$ cat config.mk
export PLATFORM = sky130hd
export DESIGN_NAME = tpc_timer_pair
export DESIGN_NICKNAME = d
export VERILOG_FILES = /design/src/rtl/tpc_pkg.sv /design/src/rtl/tpc_timer_pair.sv /design/src/rtl/tpc_half.sv
export SDC_FILE = /design/constraint.sdc
export NUM_CORES = 1
export LEC_CHECK = 0
export ABC_AREA = 1
export BUFFER_PORTS_ARGS = -buffer_cell sky130_fd_sc_hd__buf_4
export CAP_MARGIN = 15
export CORE_MARGIN = 8
export CORE_UTILIZATION = 30
export DETAILED_ROUTE_END_ITERATION = 8
export SYNTH_ARGS = -nofsm -noshare
export SYNTH_HDL_FRONTEND = slang
export SYNTH_HIERARCHICAL = 1
export SYNTH_SLANG_ARGS = --single-unit
$ cat constraint.sdc
create_clock -name clk -period 4.3 [get_ports clk]
set_clock_uncertainty 0.2 [all_clocks]
set_input_delay 0.86 -clock clk [delete_from_list [all_inputs] [get_ports clk]]
set_output_delay 0.86 -clock clk [all_outputs]
set_load 0.02 [all_outputs]
$ cat src/rtl/tpc_pkg.sv
// Shared constants and types for the timer pair block.
package tpc_pkg;
  // Width of one half timer; the joined counter is twice this.
  localparam int unsigned HW = 16;
  // Register byte offsets on the APB.
  localparam logic [7:0] OFS_CTRL     = 8'h00;
  localparam logic [7:0] OFS_CTRL_SET = 8'h04;
  localparam logic [7:0] OFS_CTRL_CLR = 8'h08;
  localparam logic [7:0] OFS_LOAD_A   = 8'h0c;
  localparam logic [7:0] OFS_LOAD_B   = 8'h10;
  localparam logic [7:0] OFS_VAL_A    = 8'h14;
  localparam logic [7:0] OFS_VAL_B    = 8'h18;
  localparam logic [7:0] OFS_MATCH_A  = 8'h1c;
  localparam logic [7:0] OFS_MATCH_B  = 8'h20;
  localparam logic [7:0] OFS_IMASK    = 8'h24;
  localparam logic [7:0] OFS_RIS      = 8'h28;
  localparam logic [7:0] OFS_MIS      = 8'h2c;
  localparam logic [7:0] OFS_ICLR     = 8'h30;
  // Control word layout: first half at bit 0, second half at bit 8.
  localparam int unsigned C_A    = 0;
  localparam int unsigned C_B    = 8;
  localparam int unsigned C_W    = 7;
  localparam int unsigned C_JOIN = 16;
  localparam int unsigned C_CLK  = 17;
  // Interrupt source bit positions, shared by mask, raw, masked and clear.
  localparam int unsigned I_TO_A = 0;
  localparam int unsigned I_CM_A = 1;
  localparam int unsigned I_CE_A = 2;
  localparam int unsigned I_CLK  = 3;
  localparam int unsigned I_TO_B = 8;
  localparam int unsigned I_CM_B = 9;
  localparam int unsigned I_CE_B = 10;
  localparam int unsigned IW     = 11;
  // Capture edge codes; code 2'b10 also counts both edges.
  localparam logic [1:0] EDGE_RISE = 2'h0;
  localparam logic [1:0] EDGE_FALL = 2'h1;
  // Values after reset.
  localparam logic [HW-1:0] LOAD_RST = 16'hffff;
  localparam logic [HW-1:0] MATCH_RST = 16'h0000;
  // Per-half controls, packed in the order of the control word bits.
  typedef struct packed {
    logic       capture;
    logic [1:0] edge_sel;
    logic       wait_for_chain_trigger;
    logic       trigger_out_enable;
    logic       halt_on_debug;
    logic       run;
  } tpc_half_cfg_t;
  // Per-cycle events reported by one half.
  typedef struct packed {
    logic timeout;
    logic cap_event;
    logic cap_match;
    logic borrow;
  } tpc_half_evt_t;
  // Whole state of one half timer.
  typedef struct packed {
    logic [HW-1:0] cnt;
    logic          cap_q;
  } tpc_half_st_t;
  // Whole state of the block top.
  typedef struct packed {
    tpc_half_cfg_t cfg_a;
    tpc_half_cfg_t cfg_b;
    logic          joined;
    logic          clock_mode;
    logic [HW-1:0] load_a;
    logic [HW-1:0] load_b;
    logic [HW-1:0] match_a;
    logic [HW-1:0] match_b;
    logic [IW-1:0] mask;
    logic [IW-1:0] ris;
    logic          waiting_a;
    logic          waiting_b;
    logic          trig_a;
    logic          trig_b;
    logic          irq;
    logic [31:0]   prdata;
  } tpc_top_st_t;
endpackage

$ cat src/rtl/tpc_timer_pair.sv
// Timer pair with APB registers, chaining, debug halt and interrupts.
// Operation
// - Debug halt freezes half when enabled
// - Trigger output driven only when enabled
// - Wait-on-trigger holds start until predecessor timeout
// - Controls set per half or both
// - Seven interrupt sources at fixed bits
// - Capture flags separate per half
// - Interrupt is OR of masked pending
// - Mask written freely in one access
// - Raw and masked status both readable
// - Clear named flags, others unchanged
// - Load read returns programmed value
// - Full load readable in one access
// - Capture edge rising, falling or both
// - Load write reloads running counter immediately
module tpc_timer_pair (
  input  wire logic        clk,
  input  wire logic        srst,
  input  wire logic        psel,
  input  wire logic        penable,
  input  wire logic        pwrite,
  input  wire logic [7:0]  paddr,
  input  wire logic [31:0] pwdata,
  output logic      [31:0] prdata,
  output logic             pready,
  output logic             pslverr,
  input  wire logic        dbg_halt,
  input  wire logic        cap_a_in,
  input  wire logic        cap_b_in,
  input  wire logic        chain_trig_in,
  output logic             trig_a_out,
  output logic             trig_b_out,
  output logic             irq
);
  tpc_pkg::tpc_top_st_t   st_r;     // Registered state.
  tpc_pkg::tpc_top_st_t   st_nxt;   // Next state.
  logic [tpc_pkg::HW-1:0] cnt_a;    // First half count.
  logic [tpc_pkg::HW-1:0] cnt_b;    // Second half count.
  tpc_pkg::tpc_half_evt_t evt_a;    // First half events.
  tpc_pkg::tpc_half_evt_t evt_b;    // Second half events.
  logic                   wr;       // Write access phase.
  logic                   rd_setup; // Read setup phase.
  logic                   mapped;   // Address decodes to a register.
  logic                   ld_a;     // Counter load, first half.
  logic                   ld_b;     // Counter load, second half.
  logic                   run_en_a; // First half allowed to count.
  logic                   run_en_b; // Second half allowed to count.
  logic                   masked_view_select; // Status read shows masked view.
  logic [31:0]            ctrl_rd;  // Control word as read.
  logic [31:0]            ctrl_w;   // Control word after a write.
  logic [31:0]            rd_mux;   // Read data selected by address.
  logic [tpc_pkg::IW-1:0] ev;       // Events raised this cycle.

  // Bus phase decode and address map.
  always_comb begin
    wr       = psel & penable & pwrite;
    rd_setup = psel & ~penable & ~pwrite;
    case (paddr)
      tpc_pkg::OFS_CTRL, tpc_pkg::OFS_CTRL_SET, tpc_pkg::OFS_CTRL_CLR,
      tpc_pkg::OFS_LOAD_A, tpc_pkg::OFS_LOAD_B, tpc_pkg::OFS_VAL_A,
      tpc_pkg::OFS_VAL_B, tpc_pkg::OFS_MATCH_A, tpc_pkg::OFS_MATCH_B,
      tpc_pkg::OFS_IMASK, tpc_pkg::OFS_RIS, tpc_pkg::OFS_MIS,
      tpc_pkg::OFS_ICLR: mapped = 1'b1;
      default:           mapped = 1'b0;
    endcase
    // In joined mode the first half location carries the whole value.
    ld_a = wr & (paddr == tpc_pkg::OFS_LOAD_A);
    ld_b = wr & ((paddr == tpc_pkg::OFS_LOAD_B) | (ld_a & st_r.joined));
    masked_view_select = (paddr == tpc_pkg::OFS_MIS);
  end

  // Run gating: enable, debug freeze and wait-on-trigger.
  always_comb begin
    run_en_a = st_r.cfg_a.run & ~st_r.waiting_a
             & ~(st_r.cfg_a.halt_on_debug & dbg_halt);
    // Joined mode drives both halves from the first half controls.
    if (st_r.joined) begin
      run_en_b = run_en_a;
    end else begin
      run_en_b = st_r.cfg_b.run & ~st_r.waiting_b
               & ~(st_r.cfg_b.halt_on_debug & dbg_halt);
    end
  end

  // The first half is the low word when the halves are joined.
  tpc_half u_half_a (
    .clk        (clk),
    .srst       (srst),
    .run_en     (run_en_a),
    .step_ok    (1'b1),
    .capture    (st_r.cfg_a.capture & ~st_r.joined),
    .edge_sel   (st_r.cfg_a.edge_sel),
    .cap_in     (cap_a_in),
    .wrap_en    (st_r.joined & (cnt_b != '0)),
    .reload_val (st_r.load_a),
    .load_wr    (ld_a),
    .wr_val     (pwdata[15:0]),
    .match_val  (st_r.match_a),
    .cnt        (cnt_a),
    .evt        (evt_a)
  );

  // The second half steps on the first half's borrow when joined.
  tpc_half u_half_b (
    .clk        (clk),
    .srst       (srst),
    .run_en     (run_en_b),
    .step_ok    (~st_r.joined | evt_a.borrow),
    .capture    (st_r.cfg_b.capture & ~st_r.joined),
    .edge_sel   (st_r.cfg_b.edge_sel),
    .cap_in     (cap_b_in),
    .wrap_en    (1'b0),
    .reload_val (st_r.load_b),
    .load_wr    (ld_b),
    .wr_val     (st_r.joined ? pwdata[31:16] : pwdata[15:0]),
    .match_val  (st_r.match_b),
    .cnt        (cnt_b),
    .evt        (evt_b)
  );

  // Event vector in the shared interrupt bit layout.
  always_comb begin
    ev = '0;
    // A joined timeout needs both halves at zero together.
    ev[tpc_pkg::I_TO_A] = evt_a.timeout & (~st_r.joined | (cnt_b == '0));
    ev[tpc_pkg::I_CM_A] = evt_a.cap_match;
    ev[tpc_pkg::I_CE_A] = evt_a.cap_event;
    ev[tpc_pkg::I_TO_B] = evt_b.timeout & ~st_r.joined;
    ev[tpc_pkg::I_CM_B] = evt_b.cap_match;
    ev[tpc_pkg::I_CE_B] = evt_b.cap_event;
    // Clock match only counts in joined clock mode while running.
    ev[tpc_pkg::I_CLK] = st_r.joined & st_r.clock_mode & run_en_a
                       & ({cnt_b, cnt_a} == {st_r.match_b, st_r.match_a});
  end

  // Control word packing, for reads and for read-modify writes.
  always_comb begin
    ctrl_rd = '0;
    ctrl_rd[tpc_pkg::C_A +: tpc_pkg::C_W] = st_r.cfg_a;
    ctrl_rd[tpc_pkg::C_B +: tpc_pkg::C_W] = st_r.cfg_b;
    ctrl_rd[tpc_pkg::C_JOIN] = st_r.joined;
    ctrl_rd[tpc_pkg::C_CLK]  = st_r.clock_mode;
    // Set and clear aliases touch one half, the other, or both.
    case (paddr)
      tpc_pkg::OFS_CTRL:     ctrl_w = pwdata;
      tpc_pkg::OFS_CTRL_SET: ctrl_w = ctrl_rd | pwdata;
      tpc_pkg::OFS_CTRL_CLR: ctrl_w = ctrl_rd & ~pwdata;
      default:               ctrl_w = ctrl_rd;
    endcase
  end

  // Read data mux, sampled in the setup phase.
  always_comb begin
    case (paddr)
      tpc_pkg::OFS_CTRL:    rd_mux = ctrl_rd;
      tpc_pkg::OFS_LOAD_A:  rd_mux = st_r.joined ? {st_r.load_b, st_r.load_a}
                                                 : {16'h0000, st_r.load_a};
      tpc_pkg::OFS_LOAD_B:  rd_mux = {16'h0000, st_r.load_b};
      tpc_pkg::OFS_VAL_A:   rd_mux = st_r.joined ? {cnt_b, cnt_a} : {16'h0000, cnt_a};
      tpc_pkg::OFS_VAL_B:   rd_mux = {16'h0000, cnt_b};
      tpc_pkg::OFS_MATCH_A: rd_mux = {16'h0000, st_r.match_a};
      tpc_pkg::OFS_MATCH_B: rd_mux = {16'h0000, st_r.match_b};
      tpc_pkg::OFS_IMASK:   rd_mux = {21'h00_0000, st_r.mask};
      tpc_pkg::OFS_RIS, tpc_pkg::OFS_MIS: begin
        // One mux serves both views; only the mask term differs.
        rd_mux = {21'h00_0000, st_r.ris & (masked_view_select ? st_r.mask : '1)};
      end
      default:              rd_mux = '0;
    endcase
  end

  // Next state: register writes, wait arming, flags and outputs.
  always_comb begin
    st_nxt = st_r;
    if (wr) begin
      case (paddr)
        tpc_pkg::OFS_CTRL, tpc_pkg::OFS_CTRL_SET, tpc_pkg::OFS_CTRL_CLR: begin
          st_nxt.cfg_a      = ctrl_w[tpc_pkg::C_A +: tpc_pkg::C_W];
          st_nxt.cfg_b      = ctrl_w[tpc_pkg::C_B +: tpc_pkg::C_W];
          st_nxt.joined     = ctrl_w[tpc_pkg::C_JOIN];
          st_nxt.clock_mode = ctrl_w[tpc_pkg::C_CLK];
        end
        tpc_pkg::OFS_LOAD_A: begin
          st_nxt.load_a = pwdata[15:0];
          if (st_r.joined) begin
            st_nxt.load_b = pwdata[31:16];
          end
        end
        tpc_pkg::OFS_LOAD_B:  st_nxt.load_b  = pwdata[15:0];
        tpc_pkg::OFS_MATCH_A: begin
          st_nxt.match_a = pwdata[15:0];
          if (st_r.joined) begin
            st_nxt.match_b = pwdata[31:16];
          end
        end
        tpc_pkg::OFS_MATCH_B: st_nxt.match_b = pwdata[15:0];
        tpc_pkg::OFS_IMASK:   st_nxt.mask    = pwdata[tpc_pkg::IW-1:0];
        default: begin
        end
      endcase
    end
    // A fresh enable with wait set parks the half; disabling drops it.
    if (!st_nxt.cfg_a.run) begin
      st_nxt.waiting_a = 1'b0;
    end else if (!st_r.cfg_a.run && st_nxt.cfg_a.wait_for_chain_trigger) begin
      st_nxt.waiting_a = 1'b1;
    end else if (chain_trig_in) begin
      st_nxt.waiting_a = 1'b0;
    end
    // The second half waits on the first half's timeout.
    if (!st_nxt.cfg_b.run) begin
      st_nxt.waiting_b = 1'b0;
    end else if (!st_r.cfg_b.run && st_nxt.cfg_b.wait_for_chain_trigger) begin
      st_nxt.waiting_b = 1'b1;
    end else if (evt_a.timeout) begin
      st_nxt.waiting_b = 1'b0;
    end
    // New events beat a clear in the same cycle, so none is lost.
    st_nxt.ris = st_r.ris | ev;
    if (wr && paddr == tpc_pkg::OFS_ICLR) begin
      st_nxt.ris = (st_r.ris & ~pwdata[tpc_pkg::IW-1:0]) | ev;
    end
    // The pin follows the next flags, so it never trails the status.
    st_nxt.irq    = |(st_nxt.ris & st_nxt.mask);
    // Triggers pulse once, one edge after the timeout they report.
    st_nxt.trig_a = st_r.cfg_a.trigger_out_enable & ev[tpc_pkg::I_TO_A];
    st_nxt.trig_b = st_r.cfg_b.trigger_out_enable & ev[tpc_pkg::I_TO_B];
    if (rd_setup) begin
      st_nxt.prdata = rd_mux;
    end
  end

  // State register; all controls start disabled.
  always_ff @(posedge clk) begin
    if (srst) begin
      st_r         <= '0;
      st_r.load_a  <= tpc_pkg::LOAD_RST;
      st_r.load_b  <= tpc_pkg::LOAD_RST;
      st_r.match_a <= tpc_pkg::MATCH_RST;
      st_r.match_b <= tpc_pkg::MATCH_RST;
    end else begin
      st_r <= st_nxt;
    end
  end

  // The slave never stalls, so every access takes exactly two cycles.
  assign pready     = 1'b1;
  // Unmapped offsets flag an error but change no state.
  assign pslverr    = psel & penable & ~mapped;
  assign prdata     = st_r.prdata;
  assign trig_a_out = st_r.trig_a;
  assign trig_b_out = st_r.trig_b;
  assign irq        = st_r.irq;
endmodule

$ cat src/rtl/tpc_half.sv
// One half timer: down counter with reload, wrap and edge capture.
module tpc_half (
  input  wire logic                    clk,
  input  wire logic                    srst,
  input  wire logic                    run_en,
  input  wire logic                    step_ok,
  input  wire logic                    capture,
  input  wire logic [1:0]              edge_sel,
  input  wire logic                    cap_in,
  input  wire logic                    wrap_en,
  input  wire logic [tpc_pkg::HW-1:0]  reload_val,
  input  wire logic                    load_wr,
  input  wire logic [tpc_pkg::HW-1:0]  wr_val,
  input  wire logic [tpc_pkg::HW-1:0]  match_val,
  output logic      [tpc_pkg::HW-1:0]  cnt,
  output tpc_pkg::tpc_half_evt_t       evt
);
  tpc_pkg::tpc_half_st_t st_r;   // Registered state.
  tpc_pkg::tpc_half_st_t st_nxt; // Next state.
  logic                  hit;    // Selected capture edge seen.
  logic                  step;   // Counter moves this cycle.
  logic [tpc_pkg::HW-1:0] dec;   // Count minus one.

  // Edge pick, step decision, and the next count.
  always_comb begin
    st_nxt = st_r;
    dec    = st_r.cnt - 1'b1;
    case (edge_sel)
      tpc_pkg::EDGE_RISE: hit = cap_in & ~st_r.cap_q;
      tpc_pkg::EDGE_FALL: hit = ~cap_in & st_r.cap_q;
      default:            hit = cap_in ^ st_r.cap_q;
    endcase
    // A disabled or frozen half does not move and reports nothing.
    step = capture ? (run_en & hit) : (run_en & step_ok);
    evt.borrow    = step & (st_r.cnt == '0);
    evt.timeout   = evt.borrow & ~capture;
    evt.cap_event = run_en & capture & hit;
    evt.cap_match = step & capture & (dec == match_val);
    st_nxt.cap_q = cap_in;
    // A software load overrides counting, even while running.
    if (load_wr) begin
      st_nxt.cnt = wr_val;
    end else if (step) begin
      if (st_r.cnt == '0) begin
        st_nxt.cnt = wrap_en ? '1 : reload_val;
      end else begin
        st_nxt.cnt = dec;
      end
    end
  end

  // State register with synchronous reset.
  always_ff @(posedge clk) begin
    if (srst) begin
      st_r.cnt   <= tpc_pkg::LOAD_RST;
      st_r.cap_q <= 1'b0;
    end else begin
      st_r <= st_nxt;
    end
  end

  assign cnt = st_r.cnt;
endmodule

==> results.sh, run 1 <==
export IMPL_status="finished, final reports clean"
export IMPL_final_max_slew_violation_count=0
export IMPL_io_buffers=84
export IMPL_cts_tree="built"
export IMPL_numClockSinks=173
export IMPL_grt_usage_pct=20.1
export IMPL_slowest_stage="nor2_1"
export IMPL_leakage_nw=5.99
export IMPL_hold_viol=0
export IMPL_clk_pin_slew_ns=0.07
export IMPL_drt_initial_drc_count=1474
export IMPL_cp_start_kind="primary input"
export IMPL_stdcell_count=2410
export IMPL_powerDensity_nw_per_um2=261
export IMPL_htree_levels=4
export IMPL_r2r_end="u_half_b/cnt[2]"
export IMPL_dr_pass1_iters=5
export IMPL_max_freq_mhz=277
export IMPL_num_vias=12800
export IMPL_r2r_start="u_half_a/st_r[0]"
export IMPL_critical_path_buf_inv_count=5
export IMPL_synthesis_area_sq_um=11900
export IMPL_grt_pass1_wl_microns=73300
export IMPL_post_cts_buffers=0
export IMPL_routedWlPerCell_microns=20.0
export IMPL_min_from="ctrl_rd[17]"
export IMPL_r2r_cells=17
export IMPL_gr_total_overflow=0
export IMPL_cp_end_kind="flop"
export IMPL_cp_top_family="simple AND/OR/NAND/NOR gates"
export IMPL_slew_headroom_pct=20.6
export IMPL_place_gp_congestion=0.978
export IMPL_setup_viol=0
export IMPL_cp_max_fo=13
export IMPL_fin_nets=1931
export IMPL_rsz0062_at_grt="false"
export IMPL_area_delta_synth_final_pct=9.74
export IMPL_worstMarginPinSlew_ns=1.19
export IMPL_period_minus_slack_ns=3.62
export IMPL_ant_nets=0
export IMPL_tns_ns=0
export IMPL_coreArea_sq_um=39500
export IMPL_ios=86
export IMPL_die_area_sq_um=46400
export IMPL_clock_latency_ns=0.44
export IMPL_r2r_slack_ns=0.82
export IMPL_first_global_vias=12100
export IMPL_fp_dieH_microns=215
export IMPL_grt_max_degree=51
export IMPL_hpwlAfterDp_microns=36800
export IMPL_worst_hold_slack_ns=0.267
export IMPL_syn_avg_cell_area_sq_um=6.30
export IMPL_holdPathEnd="ctrl_rd[17]"
export IMPL_design_area_sq_um=13100
export IMPL_cts_resized=0
export IMPL_arrival_ns=3.73
export IMPL_drc=0
export IMPL_hold_path_class="flop to flop"
export IMPL_cts_root_buffer="clkbuf_16"
export IMPL_hold_buffers=0
export IMPL_yosysWarningCount=6
export IMPL_dp_cells=2380
export IMPL_critPathMaxStageDelay_ns=0.89
export IMPL_vias_per_cell=5.30
export IMPL_max_cap_viol_count=0
export IMPL_synthCells=1895
export IMPL_timing_final_crit_share_pct=84.1
export IMPL_die_width_microns=215
export IMPL_cp_cell_sequence="buf_4, inv_1, ha_1, nand2_1, nand2_1, nor2_1, nor2_2, inv_1, nand2_1, inv_1, nor2_1, or2_2, nand3b_1, nand2_1, nor2_1, inv_1, o311ai_1, nand3_1"
export IMPL_cts_buffer_depth=2
export IMPL_dpl_cell_area_sq_um=12500
export IMPL_whs_path_depth=2
export IMPL_rows=73
export IMPL_grt_antenna_before_repair=0
export IMPL_drive_above_1_share_pct=11.8
export IMPL_final_util_pct=33.2
export IMPL_wl_microns=48300
export IMPL_vdd_ir_drop_max_mv=0.252
export IMPL_worstSetupPathType="primary input to flop"
export IMPL_antenna_cells=0
export IMPL_initial_utilization_pct=30.2
export IMPL_cts_buffers=17
export IMPL_n_fill_cell=4390
export IMPL_cp_required_ns=4.42
## cells in the final DEF, fill, tap and decap left out, types with 2 or more instances in the layout
cell and n:
clkbuf_16 17, o31ai_1 5, nor2_8 4, inv_2 9, nand3_2 5, nor2_2 12
o21bai_1 2, xnor2_1 6, nor3_1 21, nand2_4 4, nand4_1 17, or2_2 4
conb_1 9, xor2_1 2, clkbuf_1 2, nand2_1 535, o311ai_2 10, o311ai_1 12
clkinv_4 3, nor2_1 150, ha_1 8, clkinv_2 3, nor2_4 18, nand3b_1 9
inv_4 2, nand2_2 17, a21oi_2 2, xor3_2 2, o22ai_1 24, inv_1 208
o211ai_1 66, dfxtp_1 173, buf_4 101, o21ai_1 40, nand3_1 143, a21oi_1 125
o21ai_0 103, bufinv_16 3, clkinvlp_4 2
## worst max path at each step
| stage | cells past startpoint | endpoint | start |
|---|---|---|---|
| final | 18 | u_half_b/cnt[2] | cap_a_in |
| after global routing | 18 | u_half_b/cnt[2] | cap_a_in |
| after CTS | 18 | u_half_b/cnt[2] | cap_a_in |
| after detailed placement | 18 | u_half_b/cnt[2] | cap_a_in |
| after global placement | 17 | u_half_b/cnt[2] | cap_a_in |
| after floorplan | 26 | irq | ctrl_rd[16] |
## power by group
part,total [mW],leakage (nW),internal [mW],switching [mW]
combinational,0.203,4.31,0.0565,0.146
sequential,1.61,1.40,1.60,0.00297
clock,1.61,0.279,0.908,0.701
total,3.42,5.99,2.57,0.851
## registers in the layout, summed over array words and instances, names as in the netlist
signal / flops
ctrl_rd: 16
irq: 1
prdata: 32
st_r: 88
trig_a_out: 1
trig_b_out: 1
u_half_a/cnt: 16
u_half_a/st_r: 1
u_half_b/cnt: 16
u_half_b/st_r: 1
## per-layer routing
layer  GRT usage [%]  vias to the layer above  part of all wire, %  wire length (microns)
met2            32.0                      629                   45                  21600
met4            7.81                        0                  4.0                   1920
met3            3.75                       92                  8.9                   4310
met5               0                        -                    0                      0
met1            26.8                     5944                   42                  20500
li1                -                     6100                    -                      -
## worst min-delay path: stages, from the launching register on
cell and delay [ns]:
dfxtp_1 0.31, nand2_1 0.06, a21oi_1 0.05
## area by class of cell
| class | count | area (sq um) | area share, % |
|---|---|---|---|
| clock buffer | 19 | 433 | 3.31 |
| clock inverter | 11 | 146 | 1.12 |
| inverter | 219 | 827 | 6.32 |
| multi-input combinational | 1362 | 6810 | 52.0 |
| sequential | 173 | 3460 | 26.5 |
| tap | 525 | 657 | 5.02 |
| timing repair buffer | 101 | 758 | 5.79 |
## through the flow
step           total power, mW  worst slack, ns
2_1_floorplan             1.74             1.06
3_3_place_gp              1.84            0.361
3_5_place_dp              1.84            0.331
4_1_cts                   3.42            0.775
5_1_grt                   3.50            0.514
6_report                  3.42            0.684
Power figures use the tool's default switching activity.
==> run 2, diff against run 1 <==
==> constraint.sdc (replaced) <==
create_clock -name clk -period 3.3 [get_ports clk]
set_clock_uncertainty 0.2 [all_clocks]
set_input_delay 0.66 -clock clk [delete_from_list [all_inputs] [get_ports clk]]
set_output_delay 0.66 -clock clk [all_outputs]
set_load 0.02 [all_outputs]
==> results.sh, run 2 (synthesized netlist as in run 1, its figures left out) <==
export IMPL_grt_max_degree=75
export IMPL_first_global_vias=12000
export IMPL_grt_antenna_before_repair=1
export IMPL_max_freq_mhz=337
export IMPL_finalPower_mw=4.44
export IMPL_hpwlAfterDp_microns=38100
export IMPL_cp_end_kind="flop"
export IMPL_die_area_sq_um=46400
export IMPL_powerDensity_nw_per_um2=334
export IMPL_place_gp_congestion=1.00
export IMPL_num_vias=13100
export IMPL_io_buffers=84
export IMPL_initial_utilization_pct=30.2
export IMPL_period_minus_slack_ns=2.97
export IMPL_cp_max_fo=4
export IMPL_antenna_cells=0
export IMPL_multi_input_area_sq_um=6810
export IMPL_critical_path_buf_inv_count=3
export IMPL_ff_latch_area_sq_um=3460
export IMPL_status="finished, final reports clean"
export IMPL_htree_levels=4
export IMPL_leakage_nw=6.09
export IMPL_setup_viol=0
export IMPL_vias_per_cell=5.36
export IMPL_fin_nets=1956
export IMPL_grt_pass1_wl_microns=74500
export IMPL_drc=0
export IMPL_clk_pin_slew_ns=0.07
export IMPL_arrival_ns=3.15
export IMPL_cp_cell_sequence="inv_1, nor2_2, nand2_1, nor2_1, a31o_2, nand3_1, nor2_2, nand3_1, nor2_1, nand2_1, nor2_1, nand3_1, nor2_1, buf_4, a21oi_1, nand3_1, nand2_1, inv_1, nand2_1, nand3_1, nor2_1, nand2_1, nand2_1, nand2_1"
export IMPL_cts_buffer_depth=2
export IMPL_layout_cells_most_common="nand2_1"
export IMPL_cts_tree="built"
export IMPL_slew_headroom_pct=38.6
export IMPL_hold_path_class="primary input to flop"
export IMPL_ios=86
export IMPL_timing_final_crit_share_pct=89.9
export IMPL_cp_required_ns=3.48
export IMPL_numClockSinks=173
export IMPL_final_max_slew_violation_count=0
export IMPL_worst_hold_slack_ns=0.247
export IMPL_path_common_cell="nand2_1"
export IMPL_drt_initial_drc_count=1570
export IMPL_routedWlPerCell_microns=20.5
export IMPL_layout_common_cells="nand2_1, inv_1, dfxtp_1, nor2_1, nand3_1"
export IMPL_slowest_stage="dfxtp_1"
export IMPL_wl_microns=49900
export IMPL_gr_total_overflow=0
export IMPL_critPathMaxStageDelay_ns=0.31
export IMPL_rsz0062_at_grt="false"
export IMPL_clock_latency_ns=0.45
export IMPL_cts_buffers=17
export IMPL_dr_pass1_iters=7
export IMPL_coreArea_sq_um=39500
export IMPL_die_width_microns=215
export IMPL_rows=73
export IMPL_final_util_pct=33.7
export IMPL_cp_top_family="simple AND/OR/NAND/NOR gates"
export IMPL_hold_buffers=0
export IMPL_ant_nets=0
export IMPL_worstMarginPinSlew_ns=0.920
export IMPL_grt_usage_pct=20.7
export IMPL_largest_register_ffs=88
export IMPL_max_cap_viol_count=0
export IMPL_worstSetupPathType="flop to flop"
export IMPL_cts_root_buffer="clkbuf_16"
export IMPL_vdd_ir_drop_max_mv=0.366
export IMPL_n_fill_cell=4345
export IMPL_top_register="st_r"
export IMPL_drive_above_1_share_pct=13.4
export IMPL_tns_ns=0
export IMPL_fp_dieH_microns=215
export IMPL_hold_viol=0
export IMPL_area_delta_synth_final_pct=11.3
export IMPL_cp_start_kind="flop"
[run 2: path summary, 6_finish.rpt]
kind                     from               end  slack, ns  depth (start not counted)
setup / recovery   ctrl_rd[0]               irq       0.33                         24
hold / removal       cap_b_in  u_half_b/st_r[0]       0.25                          3
setup reg to reg   ctrl_rd[0]               irq       0.33                         24
hold reg to reg   ctrl_rd[17]       ctrl_rd[17]       0.27                          2
[run 2: cell type report]
cell class	count	share of cell area, %
Timing Repair Buffer	126	7.12
Tap cell	525	4.94
Multi-Input combinational cell	1362	51.3
Clock buffer	19	3.33
Sequential cell	173	26.1
Inverter	219	6.25
Clock inverter	13	0.980
[run 2: stage by stage]
step | instances | instance area (sq um) | worst slack, ns
after CTS | 2435 | 13300 | 0.207
after detailed placement | 2403 | 12700 | 0.0866
after global placement | 2403 | 12700 | 0.142
final | 2437 | 13300 | 0.333
after global routing | 2437 | 13300 | 0.0170
after floorplan | 1902 | 12000 | 0.0647
[run 2: timing repair]
item,4_1_cts,5_1_grt
resized for setup,0,5
setup endpoints to repair,0,1
setup buffers,0,2
[run 2: metal layers]
metal | GRT usage, % | wire (microns) | up-vias
met4 | 9.28 | 2340 | 2
met2 | 31.8 | 21800 | 700
met5 | 0 | 8 | -
met3 | 4.15 | 4610 | 112
met1 | 27.7 | 21200 | 6124
li1 | - | - | 6129
[run 2: worst min-delay path: cells and delay by family]
| family | cells | cell delay, ns |
|---|---|---|
| buf+inv | 2 | 0.12 |
| simple gates | 1 | 0.07 |
[run 2: power breakdown]
part,total (mW),internal (mW),switching (mW)
combinational,0.270,0.0751,0.195
sequential,2.09,2.09,0.00353
clock,2.07,1.08,0.994
